### src/common/alt_map.svh
// Register map, reset values, field positions and alignment constants of the alarm limit bank
`ifndef ALT_MAP_SVH
`define ALT_MAP_SVH

`define ALT_ADDR_W            6
`define ALT_DATA_W            16

`define ALT_OFS_SHUNT_UPPER   6'h0C
`define ALT_OFS_SHUNT_LOWER   6'h0D
`define ALT_OFS_BUS_UPPER     6'h0E
`define ALT_OFS_BUS_LOWER     6'h0F
`define ALT_OFS_TEMP_UPPER    6'h10
`define ALT_OFS_POWER_UPPER   6'h11
`define ALT_OFS_MAKER_ID      6'h3E
`define ALT_OFS_PART_ID       6'h3F

`define ALT_RST_SHUNT_UPPER   16'h7FFF
`define ALT_RST_SHUNT_LOWER   16'h8000
`define ALT_RST_BUS_UPPER     15'h7FFF
`define ALT_RST_BUS_LOWER     15'h0000
`define ALT_RST_TEMP_UPPER    16'h07FF
`define ALT_RST_POWER_UPPER   16'hFFFF
`define ALT_RD_ZERO           16'h0000

`define ALT_BUS_FIELD_MSB     14
`define ALT_BUS_FIELD_W       15
`define ALT_PART_DIE_MSB      15
`define ALT_PART_DIE_LSB      4
`define ALT_PART_REV_MSB      3
`define ALT_PART_REV_LSB      0

`define ALT_SHUNT_RES_W       20
`define ALT_BUS_RES_W         20
`define ALT_TEMP_RES_W        16
`define ALT_POWER_RES_W       24
`define ALT_SHUNT_ALIGN_W     4
`define ALT_BUS_ALIGN_W       4
`define ALT_POWER_ALIGN_W     8
`define ALT_SHUNT_ALIGN_PAD   4'h0
`define ALT_BUS_ALIGN_PAD     4'h0
`define ALT_BUS_RES_TOP       1'b0
`define ALT_POWER_ALIGN_PAD   8'h00

`endif

### src/common/alt_pkg.sv
// Types shared by the alarm limit bank modules
package alt_pkg;

	typedef struct packed {
		logic [19:0] shunt;
		logic [19:0] bus;
		logic [15:0] temp;
		logic [23:0] power;
	} alt_meas_t;

	typedef struct packed {
		logic shunt_over;
		logic shunt_under;
		logic bus_over;
		logic bus_under;
		logic temp_over;
		logic power_over;
	} alt_flags_t;

	typedef struct packed {
		logic        wr;
		logic        rd;
		logic [5:0]  addr;
		logic [15:0] wdata;
	} alt_reg_req_t;

	typedef enum logic [1:0] {
		ALT_ST_RUN   = 2'b01,
		ALT_ST_BLANK = 2'b10
	} alt_state_t;

endpackage

### src/rtl/alt_limit_cmp.sv
// One limit comparator: strict over or under test, signed or unsigned
`timescale 1ns/1ps
module alt_limit_cmp #(
	parameter int W        = 16,
	parameter bit IS_SIGNED = 1'b1,
	parameter bit IS_OVER   = 1'b1
) (
	input  wire logic [W-1:0] meas_i,
	input  wire logic [W-1:0] limit_i,
	output logic              hit_o
);
	wire gt_w;
	wire lt_w;

	generate
		if (IS_SIGNED) begin : g_signed
			assign gt_w = $signed(meas_i) > $signed(limit_i);
			assign lt_w = $signed(meas_i) < $signed(limit_i);
		end else begin : g_unsigned
			assign gt_w = meas_i > limit_i;
			assign lt_w = meas_i < limit_i;
		end
	endgenerate

	assign hit_o = IS_OVER ? gt_w : lt_w;
endmodule

### src/rtl/alt_avg_sel.sv
// Picks raw or averaged results for limit checking and holds the chosen sample
`timescale 1ns/1ps
`include "alt_map.svh"
module alt_avg_sel (
	input  wire logic             core_clk_i,
	input  wire logic             arst_n_i,
	input  wire logic             averaged_alert_option_i,
	input  wire logic             raw_valid_i,
	input  wire alt_pkg::alt_meas_t raw_meas_i,
	input  wire logic             avg_valid_i,
	input  wire alt_pkg::alt_meas_t avg_meas_i,
	output alt_pkg::alt_meas_t    sel_meas_o,
	output logic                  sel_valid_o
);
	alt_pkg::alt_meas_t sel_meas_reg;
	logic               sel_valid_reg;
	wire                take_w;
	alt_pkg::alt_meas_t src_w;

	// Averaged mode waits for the finished average, so alarms lag by the averaging window
	assign take_w = averaged_alert_option_i ? avg_valid_i : raw_valid_i;
	assign src_w  = averaged_alert_option_i ? avg_meas_i : raw_meas_i;

	always_ff @(posedge core_clk_i or negedge arst_n_i) begin
		if (!arst_n_i) begin
			sel_meas_reg  <= '0;
			sel_valid_reg <= 1'b0;
		end else begin
			sel_valid_reg <= take_w;
			if (take_w) begin
				sel_meas_reg <= src_w;
			end
		end
	end

	assign sel_meas_o  = sel_meas_reg;
	assign sel_valid_o = sel_valid_reg;
endmodule

### src/rtl/alt_limit_bank.sv
// Alarm limit register bank with identity words and limit comparators
`timescale 1ns/1ps
`include "alt_map.svh"
module alt_limit_bank #(
	parameter logic [15:0] MAKER_CODE     = 16'h4142,
	parameter logic [11:0] DIE_IDENTIFIER = 12'hA5C,
	parameter logic [3:0]  SILICON_REV    = 4'h3
) (
	input  wire logic               core_clk_i,
	input  wire logic               arst_n_i,
	input  wire alt_pkg::alt_reg_req_t reg_req_i,
	output logic [15:0]             reg_rdata_o,
	output logic                    reg_rvalid_o,
	input  wire logic               range_select_i,
	input  wire logic               averaged_alert_option_i,
	input  wire logic               raw_valid_i,
	input  wire alt_pkg::alt_meas_t raw_meas_i,
	input  wire logic               avg_valid_i,
	input  wire alt_pkg::alt_meas_t avg_meas_i,
	output alt_pkg::alt_flags_t     limit_flags_o,
	output logic                    flags_valid_o
);
	// Limit storage
	logic [15:0]                 shunt_upper_limit_reg;
	logic [15:0]                 shunt_lower_limit_reg;
	logic [`ALT_BUS_FIELD_W-1:0] bus_upper_limit_reg;
	logic [`ALT_BUS_FIELD_W-1:0] bus_lower_limit_reg;
	logic [15:0]                 temperature_limit_field_reg;
	logic [15:0]                 power_limit_field_reg;

	// Read port and comparison outputs
	logic [15:0]         rdata_reg;
	logic [15:0]         rdata_next;
	logic                rvalid_reg;
	alt_pkg::alt_flags_t flags_reg;
	logic                flags_valid_reg;
	logic                range_seen_reg;
	alt_pkg::alt_state_t state_reg;
	alt_pkg::alt_state_t state_next;

	// Address decode
	wire sel_shunt_upper_w;
	wire sel_shunt_lower_w;
	wire sel_bus_upper_w;
	wire sel_bus_lower_w;
	wire sel_temp_upper_w;
	wire sel_power_upper_w;
	wire sel_maker_w;
	wire sel_part_w;

	assign sel_shunt_upper_w = reg_req_i.addr == `ALT_OFS_SHUNT_UPPER;
	assign sel_shunt_lower_w = reg_req_i.addr == `ALT_OFS_SHUNT_LOWER;
	assign sel_bus_upper_w   = reg_req_i.addr == `ALT_OFS_BUS_UPPER;
	assign sel_bus_lower_w   = reg_req_i.addr == `ALT_OFS_BUS_LOWER;
	assign sel_temp_upper_w  = reg_req_i.addr == `ALT_OFS_TEMP_UPPER;
	assign sel_power_upper_w = reg_req_i.addr == `ALT_OFS_POWER_UPPER;
	assign sel_maker_w       = reg_req_i.addr == `ALT_OFS_MAKER_ID;
	assign sel_part_w        = reg_req_i.addr == `ALT_OFS_PART_ID;

	wire wr_shunt_upper_w;
	wire wr_shunt_lower_w;
	wire wr_bus_upper_w;
	wire wr_bus_lower_w;
	wire wr_temp_upper_w;
	wire wr_power_upper_w;

	// Identity words have no write strobe at all, so writes to them simply vanish
	assign wr_shunt_upper_w = reg_req_i.wr && sel_shunt_upper_w;
	assign wr_shunt_lower_w = reg_req_i.wr && sel_shunt_lower_w;
	assign wr_bus_upper_w   = reg_req_i.wr && sel_bus_upper_w;
	assign wr_bus_lower_w   = reg_req_i.wr && sel_bus_lower_w;
	assign wr_temp_upper_w  = reg_req_i.wr && sel_temp_upper_w;
	assign wr_power_upper_w = reg_req_i.wr && sel_power_upper_w;

	// Identity words
	wire [15:0] maker_identity_word_w;
	wire [15:0] part_identity_word_w;

	assign maker_identity_word_w = MAKER_CODE;
	assign part_identity_word_w[`ALT_PART_DIE_MSB:`ALT_PART_DIE_LSB] = DIE_IDENTIFIER;
	assign part_identity_word_w[`ALT_PART_REV_MSB:`ALT_PART_REV_LSB] = SILICON_REV;

	// Bus limit words: top bit reserved and reads zero
	wire [15:0] bus_upper_word_w;
	wire [15:0] bus_lower_word_w;

	assign bus_upper_word_w = {1'b0, bus_upper_limit_reg};
	assign bus_lower_word_w = {1'b0, bus_lower_limit_reg};

	// Read data selection, unmapped addresses read zero
	always_comb begin
		rdata_next = `ALT_RD_ZERO;
		if (sel_shunt_upper_w) begin
			rdata_next = shunt_upper_limit_reg;
		end
		if (sel_shunt_lower_w) begin
			rdata_next = shunt_lower_limit_reg;
		end
		if (sel_bus_upper_w) begin
			rdata_next = bus_upper_word_w;
		end
		if (sel_bus_lower_w) begin
			rdata_next = bus_lower_word_w;
		end
		if (sel_temp_upper_w) begin
			rdata_next = temperature_limit_field_reg;
		end
		if (sel_power_upper_w) begin
			rdata_next = power_limit_field_reg;
		end
		if (sel_maker_w) begin
			rdata_next = maker_identity_word_w;
		end
		if (sel_part_w) begin
			rdata_next = part_identity_word_w;
		end
	end

	// Limit registers
	always_ff @(posedge core_clk_i or negedge arst_n_i) begin
		if (!arst_n_i) begin
			shunt_upper_limit_reg <= `ALT_RST_SHUNT_UPPER;
			shunt_lower_limit_reg <= `ALT_RST_SHUNT_LOWER;
			bus_upper_limit_reg   <= `ALT_RST_BUS_UPPER;
			bus_lower_limit_reg   <= `ALT_RST_BUS_LOWER;
		end else begin
			if (wr_shunt_upper_w) begin
				shunt_upper_limit_reg <= reg_req_i.wdata;
			end
			if (wr_shunt_lower_w) begin
				shunt_lower_limit_reg <= reg_req_i.wdata;
			end
			if (wr_bus_upper_w) begin
				bus_upper_limit_reg <= reg_req_i.wdata[`ALT_BUS_FIELD_MSB:0];
			end
			if (wr_bus_lower_w) begin
				bus_lower_limit_reg <= reg_req_i.wdata[`ALT_BUS_FIELD_MSB:0];
			end
		end
	end

	always_ff @(posedge core_clk_i or negedge arst_n_i) begin
		if (!arst_n_i) begin
			temperature_limit_field_reg <= `ALT_RST_TEMP_UPPER;
			power_limit_field_reg       <= `ALT_RST_POWER_UPPER;
		end else begin
			if (wr_temp_upper_w) begin
				temperature_limit_field_reg <= reg_req_i.wdata;
			end
			if (wr_power_upper_w) begin
				power_limit_field_reg <= reg_req_i.wdata;
			end
		end
	end

	always_ff @(posedge core_clk_i or negedge arst_n_i) begin
		if (!arst_n_i) begin
			rdata_reg  <= `ALT_RD_ZERO;
			rvalid_reg <= 1'b0;
		end else begin
			rvalid_reg <= reg_req_i.rd;
			if (reg_req_i.rd) begin
				rdata_reg <= rdata_next;
			end
		end
	end

	// Sample chosen for comparison
	alt_pkg::alt_meas_t sel_meas_w;
	wire                sel_valid_w;

	alt_avg_sel u_avg_sel (
		.core_clk_i              (core_clk_i),
		.arst_n_i                (arst_n_i),
		.averaged_alert_option_i (averaged_alert_option_i),
		.raw_valid_i             (raw_valid_i),
		.raw_meas_i              (raw_meas_i),
		.avg_valid_i             (avg_valid_i),
		.avg_meas_i              (avg_meas_i),
		.sel_meas_o              (sel_meas_w),
		.sel_valid_o             (sel_valid_w)
	);

	// Limits aligned to the result LSB. Shunt steps are 16 result LSBs in either range,
	// so the alignment does not depend on the range select.
	wire [`ALT_SHUNT_RES_W-1:0] shunt_upper_al_w;
	wire [`ALT_SHUNT_RES_W-1:0] shunt_lower_al_w;
	wire [`ALT_BUS_RES_W-1:0]   bus_upper_al_w;
	wire [`ALT_BUS_RES_W-1:0]   bus_lower_al_w;
	wire [`ALT_POWER_RES_W-1:0] power_upper_al_w;

	assign shunt_upper_al_w = {shunt_upper_limit_reg, `ALT_SHUNT_ALIGN_PAD};
	assign shunt_lower_al_w = {shunt_lower_limit_reg, `ALT_SHUNT_ALIGN_PAD};
	// Bus limit step is 16 result LSBs: one zero on top, four below the 15-bit field
	assign bus_upper_al_w   = {`ALT_BUS_RES_TOP, bus_upper_limit_reg, `ALT_BUS_ALIGN_PAD};
	assign bus_lower_al_w   = {`ALT_BUS_RES_TOP, bus_lower_limit_reg, `ALT_BUS_ALIGN_PAD};
	assign power_upper_al_w = {power_limit_field_reg, `ALT_POWER_ALIGN_PAD};

	alt_pkg::alt_flags_t hit_w;

	alt_limit_cmp #(.W(`ALT_SHUNT_RES_W), .IS_SIGNED(1'b1), .IS_OVER(1'b1)) u_cmp_shunt_over (
		.meas_i  (sel_meas_w.shunt),
		.limit_i (shunt_upper_al_w),
		.hit_o   (hit_w.shunt_over)
	);

	alt_limit_cmp #(.W(`ALT_SHUNT_RES_W), .IS_SIGNED(1'b1), .IS_OVER(1'b0)) u_cmp_shunt_under (
		.meas_i  (sel_meas_w.shunt),
		.limit_i (shunt_lower_al_w),
		.hit_o   (hit_w.shunt_under)
	);

	alt_limit_cmp #(.W(`ALT_BUS_RES_W), .IS_SIGNED(1'b0), .IS_OVER(1'b1)) u_cmp_bus_over (
		.meas_i  (sel_meas_w.bus),
		.limit_i (bus_upper_al_w),
		.hit_o   (hit_w.bus_over)
	);

	alt_limit_cmp #(.W(`ALT_BUS_RES_W), .IS_SIGNED(1'b0), .IS_OVER(1'b0)) u_cmp_bus_under (
		.meas_i  (sel_meas_w.bus),
		.limit_i (bus_lower_al_w),
		.hit_o   (hit_w.bus_under)
	);

	alt_limit_cmp #(.W(`ALT_TEMP_RES_W), .IS_SIGNED(1'b1), .IS_OVER(1'b1)) u_cmp_temp_over (
		.meas_i  (sel_meas_w.temp),
		.limit_i (temperature_limit_field_reg),
		.hit_o   (hit_w.temp_over)
	);

	alt_limit_cmp #(.W(`ALT_POWER_RES_W), .IS_SIGNED(1'b0), .IS_OVER(1'b1)) u_cmp_power_over (
		.meas_i  (sel_meas_w.power),
		.limit_i (power_upper_al_w),
		.hit_o   (hit_w.power_over)
	);

	// A range change leaves one sample taken at the old scale in flight; it is not judged
	wire range_changed_w;

	assign range_changed_w = range_select_i != range_seen_reg;

	always_comb begin
		state_next = state_reg;
		case (state_reg)
			alt_pkg::ALT_ST_RUN: begin
				if (range_changed_w) begin
					state_next = alt_pkg::ALT_ST_BLANK;
				end
			end
			alt_pkg::ALT_ST_BLANK: begin
				if (sel_valid_w && !range_changed_w) begin
					state_next = alt_pkg::ALT_ST_RUN;
				end
			end
			default: begin
				state_next = alt_pkg::ALT_ST_RUN;
			end
		endcase
	end

	wire judge_w;

	assign judge_w = sel_valid_w && (state_reg == alt_pkg::ALT_ST_RUN) && !range_changed_w;

	always_ff @(posedge core_clk_i or negedge arst_n_i) begin
		if (!arst_n_i) begin
			state_reg      <= alt_pkg::ALT_ST_RUN;
			range_seen_reg <= 1'b0;
		end else begin
			state_reg      <= state_next;
			range_seen_reg <= range_select_i;
		end
	end

	// Flags follow each judged sample; latching and clearing live downstream
	always_ff @(posedge core_clk_i or negedge arst_n_i) begin
		if (!arst_n_i) begin
			flags_reg       <= '0;
			flags_valid_reg <= 1'b0;
		end else begin
			flags_valid_reg <= judge_w;
			if (judge_w) begin
				flags_reg <= hit_w;
			end
		end
	end

	assign reg_rdata_o   = rdata_reg;
	assign reg_rvalid_o  = rvalid_reg;
	assign limit_flags_o = flags_reg;
	assign flags_valid_o = flags_valid_reg;
endmodule

### config.mk
export PLATFORM = sky130hd
export DESIGN_NAME = alt_limit_bank
export DESIGN_NICKNAME = d
export VERILOG_FILES = /design/src/common/alt_pkg.sv /design/src/rtl/alt_limit_cmp.sv /design/src/rtl/alt_avg_sel.sv /design/src/rtl/alt_limit_bank.sv
export VERILOG_INCLUDE_DIRS = /design/src /design/src/common
export SDC_FILE = /design/constraint.sdc
export NUM_CORES = 1
export LEC_CHECK = 0
export BUFFER_PORTS_ARGS = -buffer_cell sky130_fd_sc_hd__buf_2
export CORE_MARGIN = 3
export CORE_UTILIZATION = 55
export CTS_CLUSTER_SIZE = 28
export DETAILED_ROUTE_END_ITERATION = 8
export GPL_TIMING_DRIVEN = 0
export HOLD_SLACK_MARGIN = 0.03
export PLACE_DENSITY = 0.79
export SETUP_SLACK_MARGIN = 0.02
export SYNTH_ARGS = -nofsm -noshare
export SYNTH_HDL_FRONTEND = slang
export SYNTH_SLANG_ARGS = --single-unit
export TNS_END_PERCENT = 100
### constraint.sdc
create_clock -name core_clk_i -period 2.45 [get_ports core_clk_i]
set_clock_uncertainty 0.1 [all_clocks]
set_input_delay 0.1225 -clock core_clk_i [delete_from_list [all_inputs] [get_ports core_clk_i]]
set_output_delay 0.1225 -clock core_clk_i [all_outputs]
set_load 0.01 [all_outputs]
==> summary.md, run 1 <==
| Metric | Value |
|---|---|
| Detail Route Antenna Nets | `0` |
| Clk_lat worst skew | `0.51 ns` |
| Total GRT Usage | `0.3352` |
| Final core utilization | `0.7714` |
| Full die area | `22,280 µm²` |
| Post-DP HPWL | `24,620 µm` |
| LEAKAGE | `7.306 nW` |
| Fmax | `0.4328 GHz` |
| Ratio of final minimum period to clock period | `0.9431` |
| Mapped Area | `11,290 µm²` |
| GRT Residual Overflow | `0` |
| Placed cell area | `12,710 µm²` |
| Clock Power Share | `0.321` |
| Rows | `51` |
| Mapped Avg Cell Area | `9.791 µm²` |
| Slew of the pin with the lowest slew margin | `0.9170 ns` |
| RSZ-0062 raised after global routing | `no` |
| CP Capture Type | `flop` |
| Die Width | `149.3 µm` |
| Wirelength, routed | `37,240 µm` |
| Final instance area | `15,260 µm²` |
| Warnings, synthesis | `0` |
| Fraction of registers with async set/reset | `1.000` |
| Clock sinks | `202` |
| Synth Register Bits | `202` |
| WP data required | `2.76 ns` |
| Startpoint types | `primary input` |
| Complex-gate fraction of the synthesized area | `0.1471` |
| Most common flop cell mapped by yosys | `dfrtp_1` |
| Clk root buf | `clkbuf_16` |
| RePlAce Congestion | `0.9841` |
| Post-Synth XOR/XNOR Area | `0.0007758` |
| DR vias/cell | `5.748` |
| Outcome | `finished, final reports clean` |
| Commonest cells after routing, fill and taps aside | `buf_2 (213), dlygate4sd3_1 (180), o21ai_0 (171)` |
| Sw frac | `0.3070` |
| DRC | `0` |
| Critical Path Fanout Max | `10` |
| Clock slew at reported path FFs | `0.06 ns` |
| Internal Pwr Total | `7.123 mW` |
| Vias post-DR | `10,660` |
| Fin. Hold Viols | `0` |
| Post-synthesis mux area share | `0.1294` |
| Leading area contributor after synthesis | `dfrtp_1` |
| Post-Syn Nets | `1,435` |
| CTS tree | `built` |
| Synth Area in Simple Gates | `0.1118` |
| Power Dens Cells | `673.5 nW/µm²` |
| CTS H-Tree Depth | `1` |
| Crit Path Class | `primary input to flop` |
| Largest net degree at the start of global routing | `107` |
| First drt pass iteration count | `5` |
| Share of the synthesized area in the top cell type | `0.3170` |
| Worst relative slew slack | `0.3887` |
| Max reg flops | `80` |
| Starting density of the core | `0.5707` |
| P&R area growth vs syn | `35.17%` |
| Setup tns final | `0 ns` |
| Maximum buffer depth of the clock tree | `3` |
| Port Buffer Count | `210` |
| EDFF count, synth | `0` |
| Multi-input gate area | `5557 µm²` |
| Initial antenna violation count | `3` |
| Die height | `149.3 µm` |
| Fin nets | `1,852` |
| Finished Layout Cells | `1,854` |
| Final Slew Violations | `0` |
| Register area share after synthesis | `0.4543` |
| Fin crit period | `2.311 ns` |
| Fillcell total | `1,329` |
| Synth area leaders | `dfrtp_1 (32%), dfstp_2 (14%), ha_1 (10%), mux2i_1 (7.6%), o21ai_0 (7.6%)` |
| Critical path arrival | `2.62 ns` |
| Register Area | `5129 µm²` |
| P_sw | `3.155 mW` |
| Commonest non-fill, non-tap cell in the layout | `buf_2` |
| Cell variety after synth | `53` |
| Max Cap Violations | `0` |
| Initial drt markers | `963` |
| Tightest Hold Check Type | `primary input to flop` |
| Vias in the first global route | `11,050` |
| Adder-cell area share of the yosys netlist | `0.1020` |
| Largest family of logic cells by synthesized area | `compound AO/OA/AOI/OAI gates` |
| Dpl cells | `1,629` |
| Io pins | `214` |
| Core area | `19,780 µm²` |
| FF-to-FF setup slack | `0.18 ns` |
| Gate power share | `0.254` |
| Cells after synthesis | `1,153` |
| First-pass GRT wire length | `58,190 µm` |
| Final setup fails | `0` |
| Layout cells sized above 1 | `0.2314` |
| Sequential power share | `0.424` |
| VDD IR max | `0.5394 mV` |
| CTS buffer count | `22` |
| DR WL/cell | `20.08 µm` |
-- kinds of logic after synthesis --
logic type / count (synthesis)
buffers and inverters: 157
adders and majority gates: 92
DFF: 202
xor gates and xnor gates: 1
and+or+nand+nor: 275
AOI/OAI and AO/OA: 290
muxes: 136
-- power groups by stage --
stage,sequential (mW),combinational (mW),clock [mW]
6_report,4.36,2.62,3.30
5_1_grt,4.41,2.94,3.45
4_1_cts,4.33,2.53,3.30
3_5_place_dp,4.38,2.25,0
3_3_place_gp,4.37,2.13,0
2_1_floorplan,4.28,1.41,0
-- path summary, 6_finish.rpt --
| check | startpoint | endpoint | cells past startpoint |
|---|---|---|---|
| setup / recovery | averaged_alert_option_i | u_avg_sel.sel_meas_o[34] | 6 |
| hold / removal | reg_req_i[17] | reg_rdata_o[0] | 5 |
| setup reg to reg | power_limit_field_reg[1] | limit_flags_o[0] | 8 |
| hold reg to reg | u_avg_sel.sel_meas_o[42] | u_avg_sel.sel_meas_o[42] | 2 |
| max in group asynchronous | arst_n_i | bus_upper_limit_reg[3] | 3 |
| min in group asynchronous | arst_n_i | u_avg_sel.sel_meas_o[13] | 2 |
-- Yosys cell counts, types with 7 or more instances --
| cell type | count |
|---|---|
| o21ai_0 | 171 |
| nand2_1 | 159 |
| dfrtp_1 | 143 |
| inv_1 | 101 |
| ha_1 | 92 |
| mux2i_1 | 86 |
| dfstp_2 | 59 |
| clkbuf_1 | 45 |
| a21oi_1 | 42 |
| mux2_2 | 40 |
| nor2_1 | 36 |
| nand4_1 | 15 |
| nor2b_1 | 12 |
| mux2_4 | 10 |
| nand3_1 | 10 |
| o221ai_1 | 10 |
| a22oi_1 | 8 |
| a31oi_1 | 8 |
| nor3_1 | 8 |
| o21a_1 | 7 |
-- per-layer routing --
| metal | GRT usage | vias to the layer above | part of all wire |
|---|---|---|---|
| li1 | - | 4911 | - |
| met1 | 0.4202 | 5119 | 0.38 |
| met2 | 0.5671 | 498 | 0.49 |
| met3 | 0.06594 | 129 | 0.080 |
| met4 | 0.1437 | 0 | 0.048 |
| met5 | 0 | - | 0 |
-- metrics by stage --
stage	power [mW]	hold WS (ns)	setup WS [ns]
after CTS	10.16	0.1172	0.05004
after global placement	6.502	0.1580	-2.073
after floorplan	5.693	-0.2731	0.4064
final	10.28	0.1334	0.1394
after global routing	10.80	0.1472	0.07475
after detailed placement	6.630	0.09391	-1.160
-- critical path, stage by stage --
cell and delay (ns):
clkbuf_2 0.42, mux2i_4 0.64, clkbuf_1 0.75, clkbuf_1 0.43
nand2_1 0.13, o21ai_0 0.12
-- timing repair --
action | in CTS | in global routing
buffers inserted | 0 | 2
resized for setup | 2 | 1
setup endpoints to repair | 81 | 76
pin swaps | 0 | 1
endpoints found under the hold margin | 279 | 0
hold buffers | 180 | 0
-- cell type report --
type | count | share of cell area
Timing Repair Buffer | 393 | 0.1904
Multi-Input combinational cell | 794 | 0.3641
Clock inverter | 2 | 0.0006560
Tap cell | 265 | 0.02173
Buffer | 56 | 0.01566
Antenna cell | 3 | 0.0004920
Clock buffer | 38 | 0.04600
Inverter | 101 | 0.02484
Sequential cell | 202 | 0.3361
(Power assumes the default switching activity.)
==> run 2: changes to the inputs <==
--- a/config.mk
+++ b/config.mk
@@ -8,12 +8,13 @@
 export LEC_CHECK = 0
 export BUFFER_PORTS_ARGS = -buffer_cell sky130_fd_sc_hd__buf_2
 export CORE_MARGIN = 3
-export CORE_UTILIZATION = 55
+export CORE_UTILIZATION = 56
+export CTS_CLUSTER_DIAMETER = 30
 export CTS_CLUSTER_SIZE = 28
 export DETAILED_ROUTE_END_ITERATION = 8
 export GPL_TIMING_DRIVEN = 0
 export HOLD_SLACK_MARGIN = 0.03
-export PLACE_DENSITY = 0.79
+export PLACE_DENSITY_LB_ADDON = 0.25
 export SETUP_SLACK_MARGIN = 0.02
 export SYNTH_ARGS = -nofsm -noshare
 export SYNTH_HDL_FRONTEND = slang
==> run 2 against run 1 <==
Net effect:
- register-to-register slack worse by 0.02 ns
- cell count up 2.5%
- die area down 1.7%
- critical path depth rose by 2
- clock power is 89% higher
- power grew 30%
- critical endpoint is now limit_flags_o[0]
- utilization increased by 5.1 points
- worst hold slack got worse by 0.068 ns
- setup slack gained 0.021 ns
- largest power group is now clock
- flip-flop and latch count stayed put
- largest cell class unchanged
==> summary.md, run 2 (synthesis results as in run 1) <==
| Metric | Value |
|---|---|
| Vias in the first global route | `11,760` |
| Detail Route Antenna Nets | `0` |
| Final core utilization | `0.8221` |
| GRT Residual Overflow | `0` |
| Clock slew at reported path FFs | `0.05 ns` |
| Fin. Hold Viols | `0` |
| Starting density of the core | `0.5744` |
| Final instance area | `16,160 µm²` |
| Critical path arrival | `2.60 ns` |
| Tightest Hold Check Type | `primary input to async pin` |
| Ratio of final minimum period to clock period | `0.9347` |
| Rows | `51` |
| Clock sinks | `202` |
| Die height | `148.0 µm` |
| Commonest non-fill, non-tap cell in the layout | `buf_2` |
| WP data required | `2.76 ns` |
| P&R area growth vs syn | `43.11%` |
| VDD IR max | `0.6626 mV` |
| CTS tree | `built` |
| RSZ-0062 raised after global routing | `no` |
| CTS buffer count | `47` |
| Fmax | `0.4367 GHz` |
| Wirelength, routed | `40,970 µm` |
| Total GRT Usage | `0.3728` |
| Die Width | `148.0 µm` |
| Full die area | `21,900 µm²` |
| Slew of the pin with the lowest slew margin | `0.7802 ns` |
| Final setup fails | `0` |
| Overall Power | `13.35 mW` |
| Max Cap Violations | `0` |
| Startpoint types | `flop` |
| Hold_ws | `0.06583 ns` |
| Max reg flops | `80` |
| CP peak stage delay | `0.56 ns` |
| Fin crit period | `2.290 ns` |
| Clk root buf | `clkbuf_16` |
| Commonest cells after routing, fill and taps aside | `buf_2 (213), dlygate4sd3_1 (180), o21ai_0 (170)` |
| Critical Path Fanout Max | `3` |
| DR vias/cell | `5.839` |
| Placed cell area | `12,720 µm²` |
| Largest net degree at the start of global routing | `123` |
| Vias post-DR | `11,090` |
| Core area | `19,650 µm²` |
| Layout cells sized above 1 | `0.2575` |
| Fin nets | `1,878` |
| CP Capture Type | `flop` |
| Maximum buffer depth of the clock tree | `3` |
| CP Cell Sequence | `inv_1 -> ha_1 -> nor2b_1 -> o21ai_1 -> nand2b_1 -> a2111oi_2 -> o211ai_1 -> a22o_1` |
| RePlAce Congestion | `0.9805` |
| Io pins | `214` |
| Crit-path leading delay family | `compound AO/OA/AOI/OAI gates` |
| Worst path slowest cell | `dfstp_2` |
| Worst Path Buf+Inv | `1` |
| Power Dens Cells | `826.2 nW/µm²` |
| Crit Path Class | `flop to flop` |
| CTS H-Tree Depth | `2` |
| Initial antenna violation count | `1` |
| Port Buffer Count | `210` |
| First drt pass iteration count | `6` |
| DR WL/cell | `21.57 µm` |
| First-pass GRT wire length | `63,780 µm` |
| Worst relative slew slack | `0.4799` |
| Outcome | `finished, final reports clean` |
| ANT cells | `0` |
| LEAKAGE | `7.750 nW` |
| Clk_lat worst skew | `0.54 ns` |
| DRC | `0` |
| Final Slew Violations | `0` |
| Post-DP HPWL | `24,740 µm` |
| Initial drt markers | `952` |
run 2: final timing paths:
check	slack, ns	end	startpoint	cells past startpoint
hold reg to reg	0.38	u_avg_sel.sel_meas_o[43]	u_avg_sel.sel_meas_o[43]	2
setup reg to reg	0.16	limit_flags_o[0]	power_limit_field_reg[1]	8
max in group asynchronous	1.14	bus_lower_limit_reg[11]	arst_n_i	3
hold / removal	0.07	u_avg_sel.sel_meas_o[62]	arst_n_i	2
setup / recovery	0.16	limit_flags_o[0]	power_limit_field_reg[1]	8
min in group core_clk_i	0.12	shunt_upper_limit_reg[0]	reg_req_i[17]	4
run 2: layer usage:
metal / share of wire / vias up / track usage
li1: - / 4971 / -
met1: 0.37 / 5329 / 0.4480
met2: 0.49 / 632 / 0.6273
met3: 0.088 / 160 / 0.08430
met4: 0.056 / 2 / 0.1963
met5: 0.00032 / - / 0
run 2: cell type report:
cell class                      instances  area [µm²]
Clock inverter                         29       321.6
Inverter                              101       379.1
Buffer                                 55       236.5
Tap cell                              265       331.6
Multi-Input combinational cell        794        5554
Sequential cell                       202        5129
Timing Repair Buffer                  395        2924
Fill cell                            1145        3497
Clock buffer                           59        1281
run 2: power by group:
| part | switching, mW | internal [mW] |
|---|---|---|
| logic | 1.47 | 1.23 |
| clock network | 2.09 | 4.15 |
| registers | 0.413 | 3.99 |
run 2: what timing repair did:
| action | 4_1_cts | 5_1_grt |
|---|---|---|
| pin swaps | 0 | 1 |
| endpoints found under the hold margin | 262 | 0 |
| setup buffers | 0 | 3 |
| hold buffers | 180 | 0 |
| gates resized for setup | 1 | 6 |
| gates cloned | 0 | 0 |
| setup endpoints to repair | 81 | 20 |
run 2: through the flow:
| stage | cells | setup TNS [ns] | worst slack [ns] |
|---|---|---|---|
| floorplan | 1153 | 0 | 0.4064 |
| global placement | 1628 | -458.99 | -2.096 |
| detailed placement | 1630 | -59.04 | -0.8133 |
| CTS | 1898 | 0 | 0.05640 |
| global route | 1900 | 0 | 0.07677 |
| finish | 1900 | 0 | 0.1599 |
run 2: worst reg2reg max path, cell delays in order, from the launching register on:
cell and delay, ns:
dfstp_2 0.56, inv_1 0.05, ha_1 0.30, nor2b_1 0.15, o21ai_1 0.17, nand2b_1 0.09, a2111oi_2 0.37, o211ai_1 0.16
a22o_1 0.22
